**config.mk**
```make
export PLATFORM = sky130hd
export DESIGN_NAME = rhdlc_top
export DESIGN_NICKNAME = d
export VERILOG_FILES = /design/src/verilog/rhdlc_pkg.sv /design/src/verilog/rhdlc_fifo.sv /design/src/verilog/rhdlc_crc.sv /design/src/verilog/rhdlc_top.sv
export VERILOG_INCLUDE_DIRS = /design/src /design/src/verilog
export SDC_FILE = /design/constraint.sdc
export NUM_CORES = 2
export LEC_CHECK = 0
export BUFFER_PORTS_ARGS = -buffer_cell sky130_fd_sc_hd__buf_2
export CAP_MARGIN = 20
export CORE_MARGIN = 2
export CORE_UTILIZATION = 45
export DETAILED_ROUTE_END_ITERATION = 10
export HOLD_SLACK_MARGIN = 0.1
export PLACE_DENSITY_LB_ADDON = 0.12
export REMOVE_ABC_BUFFERS = 1
export SKIP_CTS_REPAIR_TIMING = 1
export SLEW_MARGIN = 40
export SYNTH_ARGS = -nofsm -noshare
export SYNTH_HDL_FRONTEND = slang
export SYNTH_SLANG_ARGS = --single-unit
```
**constraint.sdc**
```tcl
create_clock -name clk -period 25.5 [get_ports clk]
set_input_delay 5.1 -clock clk [delete_from_list [all_inputs] [get_ports clk]]
set_output_delay 5.1 -clock clk [all_outputs]
set_load 0.02 [all_outputs]
```
**src/verilog/rhdlc_map.svh**
```systemverilog
`ifndef RHDLC_MAP_SVH
`define RHDLC_MAP_SVH
// ******************************
// header forms
// ******************************
`define RHDLC_HDR_NONE 3'h0
`define RHDLC_HDR_A1 3'h1
`define RHDLC_HDR_A2 3'h2
`define RHDLC_HDR_A1C 3'h3
`define RHDLC_HDR_A2C 3'h4
// ******************************
// framing and crc
// ******************************
`define RHDLC_FLAG 8'h7E
`define RHDLC_ESC 8'h7D
`define RHDLC_ESC_XOR 8'h20
`define RHDLC_CRC_INIT 16'hFFFF
`define RHDLC_CRC_POLY 16'h8408
`define RHDLC_ONES_MAX 3'h5
// ******************************
// policing
// ******************************
`define RHDLC_FILL_FRAC 6
`define RHDLC_RATE_UNIT 13'h0100
`define RHDLC_DESC_LEN 2
`endif

```
**src/verilog/rhdlc_pkg.sv**
```systemverilog
package rhdlc_pkg;
   typedef enum logic [3:0] {
      RH_IDLE, RH_POLICE, RH_HDR, RH_BODY, RH_CRC, RH_CLOSE, RH_FETCH, RH_CHECK,
      RH_WRITE, RH_DESC, RH_WPTR, RH_EVENT, RH_DROP
   } rhdlc_state_e;
   typedef logic [8:0] rhdlc_stream_t;
   typedef logic [15:0] rhdlc_ptr_t;
endpackage : rhdlc_pkg

```
**src/verilog/rhdlc_fifo.sv**
```systemverilog
`timescale 1ns/10ps
`default_nettype none
module rhdlc_fifo #(
   parameter int WIDTH = 9,
   parameter int DEPTH = 16
) (
   input wire logic clk,
   input wire logic rst_n,
   input wire logic clear,
   input wire logic in_valid,
   output logic in_ready,
   input wire logic [WIDTH-1:0] in_data,
   output logic out_valid,
   input wire logic out_ready,
   output logic [WIDTH-1:0] out_data,
   output logic [$clog2(DEPTH):0] count
);
   localparam int AW = $clog2(DEPTH);
   initial begin
      if (DEPTH < 2 || (1 << AW) != DEPTH) $error("depth must be a power of two");
   end
   logic [WIDTH-1:0] mem [DEPTH];
   logic [AW:0] wp;
   logic [AW:0] rp;
   wire do_wr = in_valid && in_ready;
   wire do_rd = out_valid && out_ready;
   assign in_ready = (count != (AW+1)'(DEPTH));
   assign out_valid = (count != '0);
   assign count = wp - rp;
   assign out_data = mem[rp[AW-1:0]];
   always_ff @(posedge clk) begin
      if (do_wr) mem[wp[AW-1:0]] <= in_data;
   end
   always_ff @(posedge clk or negedge rst_n) begin
      if (!rst_n) begin
         wp <= '0;
         rp <= '0;
      end else if (clear) begin
         wp <= '0;
         rp <= '0;
      end else begin
         if (do_wr) wp <= wp + 1'b1;
         if (do_rd) rp <= rp + 1'b1;
      end
   end
endmodule : rhdlc_fifo
`default_nettype wire

```
**src/verilog/rhdlc_crc.sv**
```systemverilog
`timescale 1ns/10ps
`default_nettype none
`include "rhdlc_map.svh"
module rhdlc_crc (
   input wire logic clk,
   input wire logic rst_n,
   input wire logic init,
   input wire logic step,
   input wire logic [7:0] data,
   output logic [15:0] fcs
);
   logic [15:0] crc;
   logic [15:0] next_crc;
   always_comb begin
      next_crc = crc;
      for (int i = 0; i < 8; i++) begin
         if (next_crc[0] ^ data[i]) next_crc = (next_crc >> 1) ^ `RHDLC_CRC_POLY;
         else next_crc = next_crc >> 1;
      end
   end
   // transmitted fcs is the ones complement, low byte first
   assign fcs = ~crc;
   always_ff @(posedge clk or negedge rst_n) begin
      if (!rst_n) crc <= `RHDLC_CRC_INIT;
      else if (init) crc <= `RHDLC_CRC_INIT;
      else if (step) crc <= next_crc;
   end
endmodule : rhdlc_crc
`default_nettype wire

```
**src/verilog/rhdlc_top.sv**
```systemverilog
`timescale 1ns/10ps
`default_nettype none
`include "rhdlc_map.svh"
module rhdlc_top #(
   parameter int FIFO_DEPTH = 16
) (
   input wire logic clk,
   input wire logic nrst,
   // packet payload in, bytes with last marker
   input wire logic pkt_valid,
   output logic pkt_ready,
   input wire logic [7:0] pkt_data,
   input wire logic pkt_last,
   input wire logic [15:0] pkt_len,
   input wire logic [15:0] pkt_seq,
   input wire logic [31:0] pkt_tstamp,
   input wire logic [15:0] frame_now,
   // channel structure fields
   input wire rhdlc_pkg::rhdlc_stream_t stream_num,
   input wire logic [11:0] buffer_index,
   input wire logic [2:0] header_form,
   input wire logic crc_enable,
   input wire logic framing_select,
   input wire logic always_report_enable,
   input wire logic recover_a,
   input wire logic recover_b,
   input wire logic [7:0] hdlc_address0,
   input wire logic [7:0] hdlc_address1,
   input wire logic [7:0] hdlc_control,
   input wire logic [1:0] rate_mantissa,
   input wire logic [3:0] rate_exponent,
   input wire logic [15:0] max_bucket_fill,
   input wire logic [31:0] current_bucket_level,
   input wire logic [15:0] last_frame,
   input wire logic [15:0] rx_packet_count,
   input wire logic [31:0] rx_byte_count,
   // channel write-back
   output logic chan_wb,
   output logic [31:0] next_bucket_level,
   output logic [15:0] next_last_frame,
   output logic [15:0] next_packet_count,
   output logic [31:0] next_byte_count,
   // stream control table port
   output logic ctl_rd,
   output logic [11:0] ctl_index,
   input wire logic ctl_ack,
   input wire rhdlc_pkg::rhdlc_ptr_t ctl_base,
   input wire rhdlc_pkg::rhdlc_ptr_t ctl_rptr,
   input wire rhdlc_pkg::rhdlc_ptr_t ctl_wptr,
   input wire rhdlc_pkg::rhdlc_ptr_t ctl_size,
   output logic ctl_wr,
   output rhdlc_pkg::rhdlc_ptr_t ctl_new_wptr,
   // circular buffer writes
   output logic buf_we,
   output logic [15:0] buf_addr,
   output logic [7:0] buf_data,
   // descriptor to stream queue
   output logic desc_valid,
   output rhdlc_pkg::rhdlc_stream_t desc_stream,
   output logic [15:0] desc_addr,
   output logic [15:0] desc_len,
   // event report and recovery queues
   output logic event_valid,
   output logic event_police_err,
   output logic event_nospace,
   output logic reca_valid,
   output logic recb_valid,
   output logic [47:0] rec_data
);
   import rhdlc_pkg::*;
   // ******************************
   // reset release
   // ******************************
   logic rst_s1;
   logic rst_n;
   always_ff @(posedge clk or negedge nrst) begin
      if (!nrst) begin
         rst_s1 <= 1'b0;
         rst_n <= 1'b0;
      end else begin
         rst_s1 <= 1'b1;
         rst_n <= rst_s1;
      end
   end
   // ******************************
   // state and captured channel
   // ******************************
   rhdlc_state_e state;
   logic [2:0] hdr_idx;
   logic [15:0] fr_len;
   logic [15:0] wr_cnt;
   logic [15:0] wptr;
   logic [31:0] disch_fill;
   logic crc_phase;
   logic [2:0] ones;
   logic [23:0] bit_acc;
   logic [4:0] bit_cnt;
   logic esc_pend;
   logic [7:0] esc_byte;
   // table fields only stand with the answer, so they are held here
   rhdlc_ptr_t tbl_base;
   rhdlc_ptr_t tbl_size;
   logic room_ok;
   // ******************************
   // policing arithmetic
   // ******************************
   wire [15:0] elapsed = frame_now - last_frame;
   // rate in 1/64 byte per frame: base 1/16 scaled by 1.mm and exponent
   wire [2:0] mant = {1'b1, rate_mantissa};
   wire [31:0] rate64 = 32'(mant) << rate_exponent;
   wire [47:0] disch = 48'(elapsed) * 48'(rate64);
   wire [47:0] fill48 = 48'(current_bucket_level);
   wire [31:0] after_disch = (disch >= fill48) ? 32'h0 : 32'(fill48 - disch);
   wire [16:0] max_bytes = (max_bucket_fill == 16'h0) ? 17'h10000 : 17'(max_bucket_fill);
   wire [31:0] max64 = 32'(max_bytes) << `RHDLC_FILL_FRAC;
   wire [31:0] add64 = 32'(pkt_len) << `RHDLC_FILL_FRAC;
   wire [32:0] sum64 = 33'(after_disch) + 33'(add64);
   wire police_fail = sum64 > 33'(max64);
   // ******************************
   // header byte selection
   // ******************************
   logic [2:0] hdr_n;
   always_comb begin
      case (header_form)
         `RHDLC_HDR_A1: hdr_n = 3'h1;
         `RHDLC_HDR_A2: hdr_n = 3'h2;
         `RHDLC_HDR_A1C: hdr_n = 3'h2;
         `RHDLC_HDR_A2C: hdr_n = 3'h3;
         default: hdr_n = 3'h0;
      endcase
   end
   wire two_addr = (header_form == `RHDLC_HDR_A2) || (header_form == `RHDLC_HDR_A2C);
   wire [7:0] hdr_byte = (hdr_idx == 3'h0) ? hdlc_address0 :
                         (hdr_idx == 3'h1 && two_addr) ? hdlc_address1 : hdlc_control;
   // ******************************
   // framer source bytes
   // ******************************
   logic [15:0] fcs;
   wire src_hdr = (state == RH_HDR);
   wire src_body = (state == RH_BODY);
   wire src_crc = (state == RH_CRC);
   wire [7:0] src_byte = src_hdr ? hdr_byte : src_body ? pkt_data : crc_phase ? fcs[15:8] : fcs[7:0];
   logic ff_in_ready;
   logic ff_out_valid;
   logic [8:0] ff_out;
   logic [$clog2(FIFO_DEPTH):0] ff_count;
   // one source byte per cycle when the framer is free and the fifo has room
   wire bit_full = (bit_cnt >= 5'h08);
   wire fr_busy = esc_pend || (framing_select == 1'b0 && bit_full);
   wire fr_done = !fr_busy && (framing_select || bit_cnt == 5'h00);
   wire src_take = (src_hdr || (src_body && pkt_valid) || src_crc) && !fr_busy && ff_in_ready;
   assign pkt_ready = src_body && !fr_busy && ff_in_ready;
   rhdlc_crc u_crc (
      .clk(clk),
      .rst_n(rst_n),
      .init(state == RH_POLICE),
      .step(src_take && !src_crc),
      .data(src_byte),
      .fcs(fcs)
   );
   // ******************************
   // framer: escaping or zero-bit stuffing
   // ******************************
   wire need_esc = (src_byte == `RHDLC_FLAG) || (src_byte == `RHDLC_ESC);
   logic ff_in_valid;
   logic [7:0] ff_in_data;
   always_comb begin
      ff_in_valid = 1'b0;
      ff_in_data = src_byte;
      if (framing_select) begin
         if (esc_pend) begin
            ff_in_valid = 1'b1;
            ff_in_data = esc_byte;
         end else if (src_take) begin
            ff_in_valid = 1'b1;
            ff_in_data = need_esc ? `RHDLC_ESC : src_byte;
         end
      end else begin
         ff_in_valid = bit_full;
         ff_in_data = bit_acc[7:0];
      end
   end
   // bit stuffing: append one input byte to the accumulator, inserting zeros
   // up to 17 bits may wait, so a byte only enters below 8 held bits
   logic [23:0] next_acc;
   logic [4:0] next_bcnt;
   logic [2:0] next_ones;
   always_comb begin
      next_acc = bit_acc;
      next_bcnt = bit_cnt;
      next_ones = ones;
      if (src_take && !framing_select) begin
         for (int i = 0; i < 8; i++) begin
            next_acc[next_bcnt] = src_byte[i];
            next_bcnt = next_bcnt + 5'h01;
            next_ones = src_byte[i] ? next_ones + 3'h1 : 3'h0;
            if (next_ones == `RHDLC_ONES_MAX) begin
               next_acc[next_bcnt] = 1'b0;
               next_bcnt = next_bcnt + 5'h01;
               next_ones = 3'h0;
            end
         end
      end
   end
   rhdlc_fifo #(.WIDTH(9), .DEPTH(FIFO_DEPTH)) u_fifo (
      .clk(clk),
      .rst_n(rst_n),
      .clear(state == RH_DROP),
      .in_valid(ff_in_valid),
      .in_ready(ff_in_ready),
      .in_data({1'b0, ff_in_data}),
      .out_valid(ff_out_valid),
      .out_ready(state == RH_WRITE),
      .out_data(ff_out),
      .count(ff_count)
   );
   // ******************************
   // buffer room
   // ******************************
   wire [15:0] used = ctl_wptr - ctl_rptr;
   wire [15:0] room = ctl_size - used - 16'h1;
   wire has_room = fr_len <= room;
   // ******************************
   // main sequence
   // ******************************
   wire body_end = src_take && src_body && pkt_last;
   wire crc_end = src_take && src_crc && crc_phase;
   always_ff @(posedge clk or negedge rst_n) begin
      if (!rst_n) begin
         state <= RH_IDLE;
         hdr_idx <= 3'h0;
         fr_len <= 16'h0;
         crc_phase <= 1'b0;
         esc_pend <= 1'b0;
         esc_byte <= 8'h0;
         disch_fill <= 32'h0;
         wr_cnt <= 16'h0;
         wptr <= 16'h0;
         bit_acc <= 24'h0;
         bit_cnt <= 5'h00;
         ones <= 3'h0;
         tbl_base <= 16'h0;
         tbl_size <= 16'h0;
         room_ok <= 1'b0;
      end else begin
         if (framing_select) begin
            esc_pend <= src_take && need_esc;
            esc_byte <= src_byte ^ `RHDLC_ESC_XOR;
         end else if (bit_full) begin
            if (ff_in_ready) begin
               bit_acc <= bit_acc >> 8;
               bit_cnt <= bit_cnt - 5'h08;
            end
         end else begin
            bit_acc <= next_acc;
            bit_cnt <= next_bcnt;
            ones <= next_ones;
         end
         if (ff_in_valid && ff_in_ready) fr_len <= fr_len + 16'h1;
         case (state)
            RH_IDLE: begin
               fr_len <= 16'h0;
               hdr_idx <= 3'h0;
               crc_phase <= 1'b0;
               bit_acc <= 24'h0;
               bit_cnt <= 5'h00;
               ones <= 3'h0;
               if (pkt_valid) state <= RH_POLICE;
            end
            RH_POLICE: begin
               disch_fill <= after_disch;
               if (police_fail) state <= RH_EVENT;
               else if (hdr_n == 3'h0) state <= RH_BODY;
               else state <= RH_HDR;
            end
            RH_HDR: begin
               if (src_take) hdr_idx <= hdr_idx + 3'h1;
               if (src_take && hdr_idx + 3'h1 == hdr_n) state <= RH_BODY;
            end
            RH_BODY: begin
               if (body_end) state <= crc_enable ? RH_CRC : RH_CLOSE;
            end
            RH_CRC: begin
               if (src_take) crc_phase <= 1'b1;
               if (crc_end) state <= RH_CLOSE;
            end
            RH_CLOSE: begin
               // flush partial stuffed byte padded with ones
               if (!framing_select && !fr_busy && bit_cnt != 5'h00) begin
                  bit_acc <= bit_acc | (24'hFFFFFF << bit_cnt);
                  bit_cnt <= 5'h08;
               end
               if (fr_done) state <= RH_FETCH;
            end
            RH_FETCH: begin
               if (ctl_ack) begin
                  wptr <= ctl_wptr;
                  tbl_base <= ctl_base;
                  tbl_size <= ctl_size;
                  room_ok <= has_room;
                  state <= RH_CHECK;
               end
            end
            RH_CHECK: begin
               wr_cnt <= 16'h0;
               state <= room_ok ? RH_WRITE : RH_DROP;
            end
            RH_WRITE: begin
               if (ff_out_valid) begin
                  wptr <= (wptr + 16'h1 == tbl_size) ? 16'h0 : wptr + 16'h1;
                  wr_cnt <= wr_cnt + 16'h1;
               end
               if (ff_out_valid && wr_cnt + 16'h1 == fr_len) state <= RH_DESC;
            end
            RH_DESC: state <= RH_WPTR;
            RH_WPTR: state <= RH_EVENT;
            RH_DROP: state <= RH_EVENT;
            RH_EVENT: state <= RH_IDLE;
            default: state <= RH_IDLE;
         endcase
      end
   end
   // ******************************
   // output registers
   // ******************************
   logic drop_flag;
   always_ff @(posedge clk or negedge rst_n) begin
      if (!rst_n) begin
         chan_wb <= 1'b0;
         next_bucket_level <= 32'h0;
         next_last_frame <= 16'h0;
         next_packet_count <= 16'h0;
         next_byte_count <= 32'h0;
         ctl_rd <= 1'b0;
         ctl_index <= 12'h0;
         ctl_wr <= 1'b0;
         ctl_new_wptr <= 16'h0;
         buf_we <= 1'b0;
         buf_addr <= 16'h0;
         buf_data <= 8'h0;
         desc_valid <= 1'b0;
         desc_stream <= '0;
         desc_addr <= 16'h0;
         desc_len <= 16'h0;
         event_valid <= 1'b0;
         event_police_err <= 1'b0;
         event_nospace <= 1'b0;
         reca_valid <= 1'b0;
         recb_valid <= 1'b0;
         rec_data <= 48'h0;
         drop_flag <= 1'b0;
      end else begin
         chan_wb <= (state == RH_POLICE);
         if (state == RH_POLICE) begin
            next_bucket_level <= police_fail ? after_disch : 32'(sum64);
            next_last_frame <= frame_now;
            next_packet_count <= rx_packet_count + 16'h1;
            next_byte_count <= rx_byte_count + 32'(pkt_len);
            drop_flag <= police_fail;
            event_police_err <= police_fail;
            event_nospace <= 1'b0;
         end
         ctl_rd <= (state == RH_CLOSE) && fr_done;
         ctl_index <= buffer_index;
         buf_we <= (state == RH_WRITE) && ff_out_valid;
         buf_addr <= tbl_base + wptr;
         buf_data <= ff_out[7:0];
         desc_valid <= (state == RH_DESC);
         desc_stream <= stream_num;
         if (state == RH_FETCH && ctl_ack) desc_addr <= ctl_wptr;
         desc_len <= fr_len;
         ctl_wr <= (state == RH_WPTR);
         ctl_new_wptr <= wptr;
         if (state == RH_DROP) event_nospace <= 1'b1;
         event_valid <= (state == RH_EVENT) && (always_report_enable || event_police_err || event_nospace);
         reca_valid <= (state == RH_EVENT) && recover_a && !drop_flag;
         recb_valid <= (state == RH_EVENT) && recover_b && !drop_flag;
         rec_data <= {pkt_seq, pkt_tstamp};
      end
   end
   // a police drop leaves the payload unconsumed at the input, never taking it into the framer
   // descriptors feed the tdm drain logic outside; lives there
endmodule : rhdlc_top
`default_nettype wire

```
==> impl_metrics.env <==
export IMPL_relSlewSlack=0.372
export IMPL_cp_end_kind="flop"
export IMPL_syn_avg_cell_area_um2=8.96
export IMPL_yosys_area_top_type_share=0.205
export IMPL_crit_type="input pin to flop"
export IMPL_whs_ns=0.309
export IMPL_drc=0
export IMPL_vias_per_cell=5.63
export IMPL_finalWeightedCongestion=0.943
export IMPL_route_met2_wl_mm=73.1
export IMPL_timing_rr_start="state[1]"
export IMPL_setup_tns_final_ns=0
export IMPL_hold_class="flop to async pin"
export IMPL_rrSetupSlack_ns=13.13
export IMPL_cap_violations=0
export IMPL_synth_seq_cells=533
export IMPL_num_vias=40760
export IMPL_cts_buffer_depth=3
export IMPL_period_share=0.884
export IMPL_pin_count=576
export IMPL_synthesis_area_um2=47500
export IMPL_grt_pass1_vias=39715
export IMPL_grt_pass1_wl_mm=236
export IMPL_met1_length_mm=65.0
export IMPL_tritoncts="yes"
export IMPL_synth_ff_type="dfrtp_1"
export IMPL_core_um2=105000
export IMPL_async_reset_ff_frac=0.760
export IMPL_synth_edf_count=128
export IMPL_cpMaxStageDelayCell="or3_2"
export IMPL_path_common_cell="a21oi_1"
export IMPL_grt_start_max_net_pins=124
export IMPL_synth_cell_types=120
export IMPL_numCtsBuffers=61
export IMPL_htree_levels=2
export IMPL_critical_path_startpoint_type="input pin"
export IMPL_die_area_um2=108000
export IMPL_finalWirelength_mm=152
export IMPL_antenna_left=0
export IMPL_dr_pass1_iters=6
export IMPL_critical_path_max_stage_delay_ns=0.76
export IMPL_ys_seq_area_frac=0.295
export IMPL_routed_top_layer="met5"
export IMPL_fmaxAchievable_mhz=44.4
export IMPL_min_period_ns=22.54
export IMPL_reg2reg_to="bit_acc[15]"
export IMPL_portBuffers=575
export IMPL_synth_most_common_cell="nand2_1"
export IMPL_wl_met3_mm=8.28
export IMPL_report_final_slew_viol_count=0
export IMPL_clk_pin_slew_ns=0.06
export IMPL_setup_viol=0
export IMPL_dieWidth_um=329
export IMPL_worstPathArrival_ns=23.04
export IMPL_yosysTopAreaCell="dfrtp_1"
export IMPL_grt_usage=0.278
export IMPL_yosys_warnings=0
export IMPL_rows=119
export IMPL_drt_iter0_markers=3249
export IMPL_cp_required_ns=26.00
export IMPL_layout_cells_non_filler=7243
export IMPL_tightest_slew_ns=0.942
export IMPL_rsz0062_at_grt="false"
export IMPL_clkLatencyLatePin_ns=0.68
export IMPL_root_buffer="clkbuf_16"
export IMPL_wl_per_cell_um=20.9
export IMPL_status="complete, no violations"
export IMPL_synthCells=5294
export IMPL_synthTopCellsByArea="dfrtp_1, fa_1, ha_1, edfxtp_1, nand2_1"
export IMPL_area_growth_syn_to_layout_pct=14.5
export IMPL_initial_core_util=0.452
export IMPL_critical_path_peak_fanout=28
export IMPL_die_y_um=329
export IMPL_finalHoldViolations=0
export IMPL_finClkSkew_ns=0.0387
export IMPL_grt_overflow=0
export IMPL_synth_commonest_cells="nand2_1, inv_1, dfrtp_1"
export IMPL_antenna_found_initial=20
export IMPL_reg2reg_depth=36
export IMPL_layout_nets=6711
export IMPL_cts_sinks=533
export IMPL_dp_cells=7115
export IMPL_dpl_hpwl_mm=119
export IMPL_drive_gt1_frac=0.174
==> worst max-delay path by stage <==
| stage | startpoint | endpoint | cells after the start |
|---|---|---|---|
| floorplan | frame_now[0] | state[0] | 77 |
| global placement | last_frame[1] | state[0] | 78 |
| detailed placement | frame_now[1] | next_bucket_level[20] | 77 |
| CTS | frame_now[2] | next_bucket_level[28] | 76 |
| global route | last_frame[1] | next_bucket_level[28] | 80 |
| finish | frame_now[2] | next_bucket_level[28] | 76 |
==> worst max-delay path, delay by kind of cell <==
family                     cells  cell delay [ns]
AOI/OAI and AO/OA             39             7.39
xor gates and xnor gates       2             0.84
adders and majority gates     11             4.87
buffers and inverters          3             0.21
and+or+nand+nor               21             4.62
==> placed cells by master (no fill, tap or decap), types with 18 or more instances in the layout <==
master	synthesis	final
a211oi_1	30	28
a21o_1	58	58
a21oi_1	290	284
a221oi_1	24	24
a22oi_1	22	22
a31oi_1	54	54
and2_1	55	55
and3_1	68	68
buf_2	12	576
buf_4	1	74
clkbuf_16	0	62
dfrtp_1	389	386
edfxtp_1	128	128
fa_1	244	244
ha_1	351	351
inv_1	565	564
mux2_2	46	46
mux2i_1	119	119
mux4_2	40	40
nand2_1	627	625
nand2b_1	52	52
nand3_1	157	156
nand4_1	51	51
nor2_1	385	370
nor2_2	3	18
nor2b_1	40	36
nor3_1	116	108
nor3b_1	20	19
nor4_1	32	31
o21a_1	20	19
o21ai_0	310	307
o21bai_1	47	47
o22ai_1	21	20
o31ai_1	32	32
or3_1	31	30
xnor2_1	211	200
xnor2_2	11	21
xor2_1	105	99
==> logic make-up (layout without fill, tap and decap cells) <==
logic type      count (synthesis)  in the layout  share of synthesized area
compound gates               1114           1114                      0.151
xor+xnor                      341            341                     0.0693
fa+ha+maj                     599            599                      0.196
buf+inv                       794           1340                     0.0638
flops                         533            533                      0.295
mux                           205            205                     0.0550
other cells                     1             13                  0.0000790
simple gates                 1707           1707                      0.170
==> stage by stage <==
stage | worst slack [ns] | area (um^2) | utilization
after floorplan | 5.00 | 46600 | -
after global placement | 3.24 | 51900 | 0.494
after detailed placement | 2.54 | 52100 | 0.496
after CTS | 3.16 | 54200 | 0.516
after global routing | 1.39 | 54300 | 0.518
final | 2.96 | 54300 | 0.518
==> routing by layer <==
| layer | vias up | GRT usage |
|---|---|---|
| met5 | - | 0 |
| met4 | 4 | 0.0943 |
| met3 | 271 | 0.0336 |
| met2 | 1302 | 0.463 |
| met1 | 19877 | 0.375 |
| li1 | 19306 | - |
==> registers in the layout (all words and copies together), names as in the netlist, 24 cells and up <==
signal             count
rec_data              48
next_byte_count       32
next_bucket_level     32
bit_acc               24
u_fifo.mem           128
==> final cells by class <==
type	instances	area, um^2
multi-input cells	3967	30800
inverters	569	2140
clock inverters	31	375
clock buffers	84	1720
diodes	12	30.0
repair buffers	656	3530
flip-flops and latches	533	14000
fillers	10035	50600
well taps	1391	1740
Power is not shown: default switching activity piles up to over one toggle a cycle in this logic, so the estimate is an artifact.
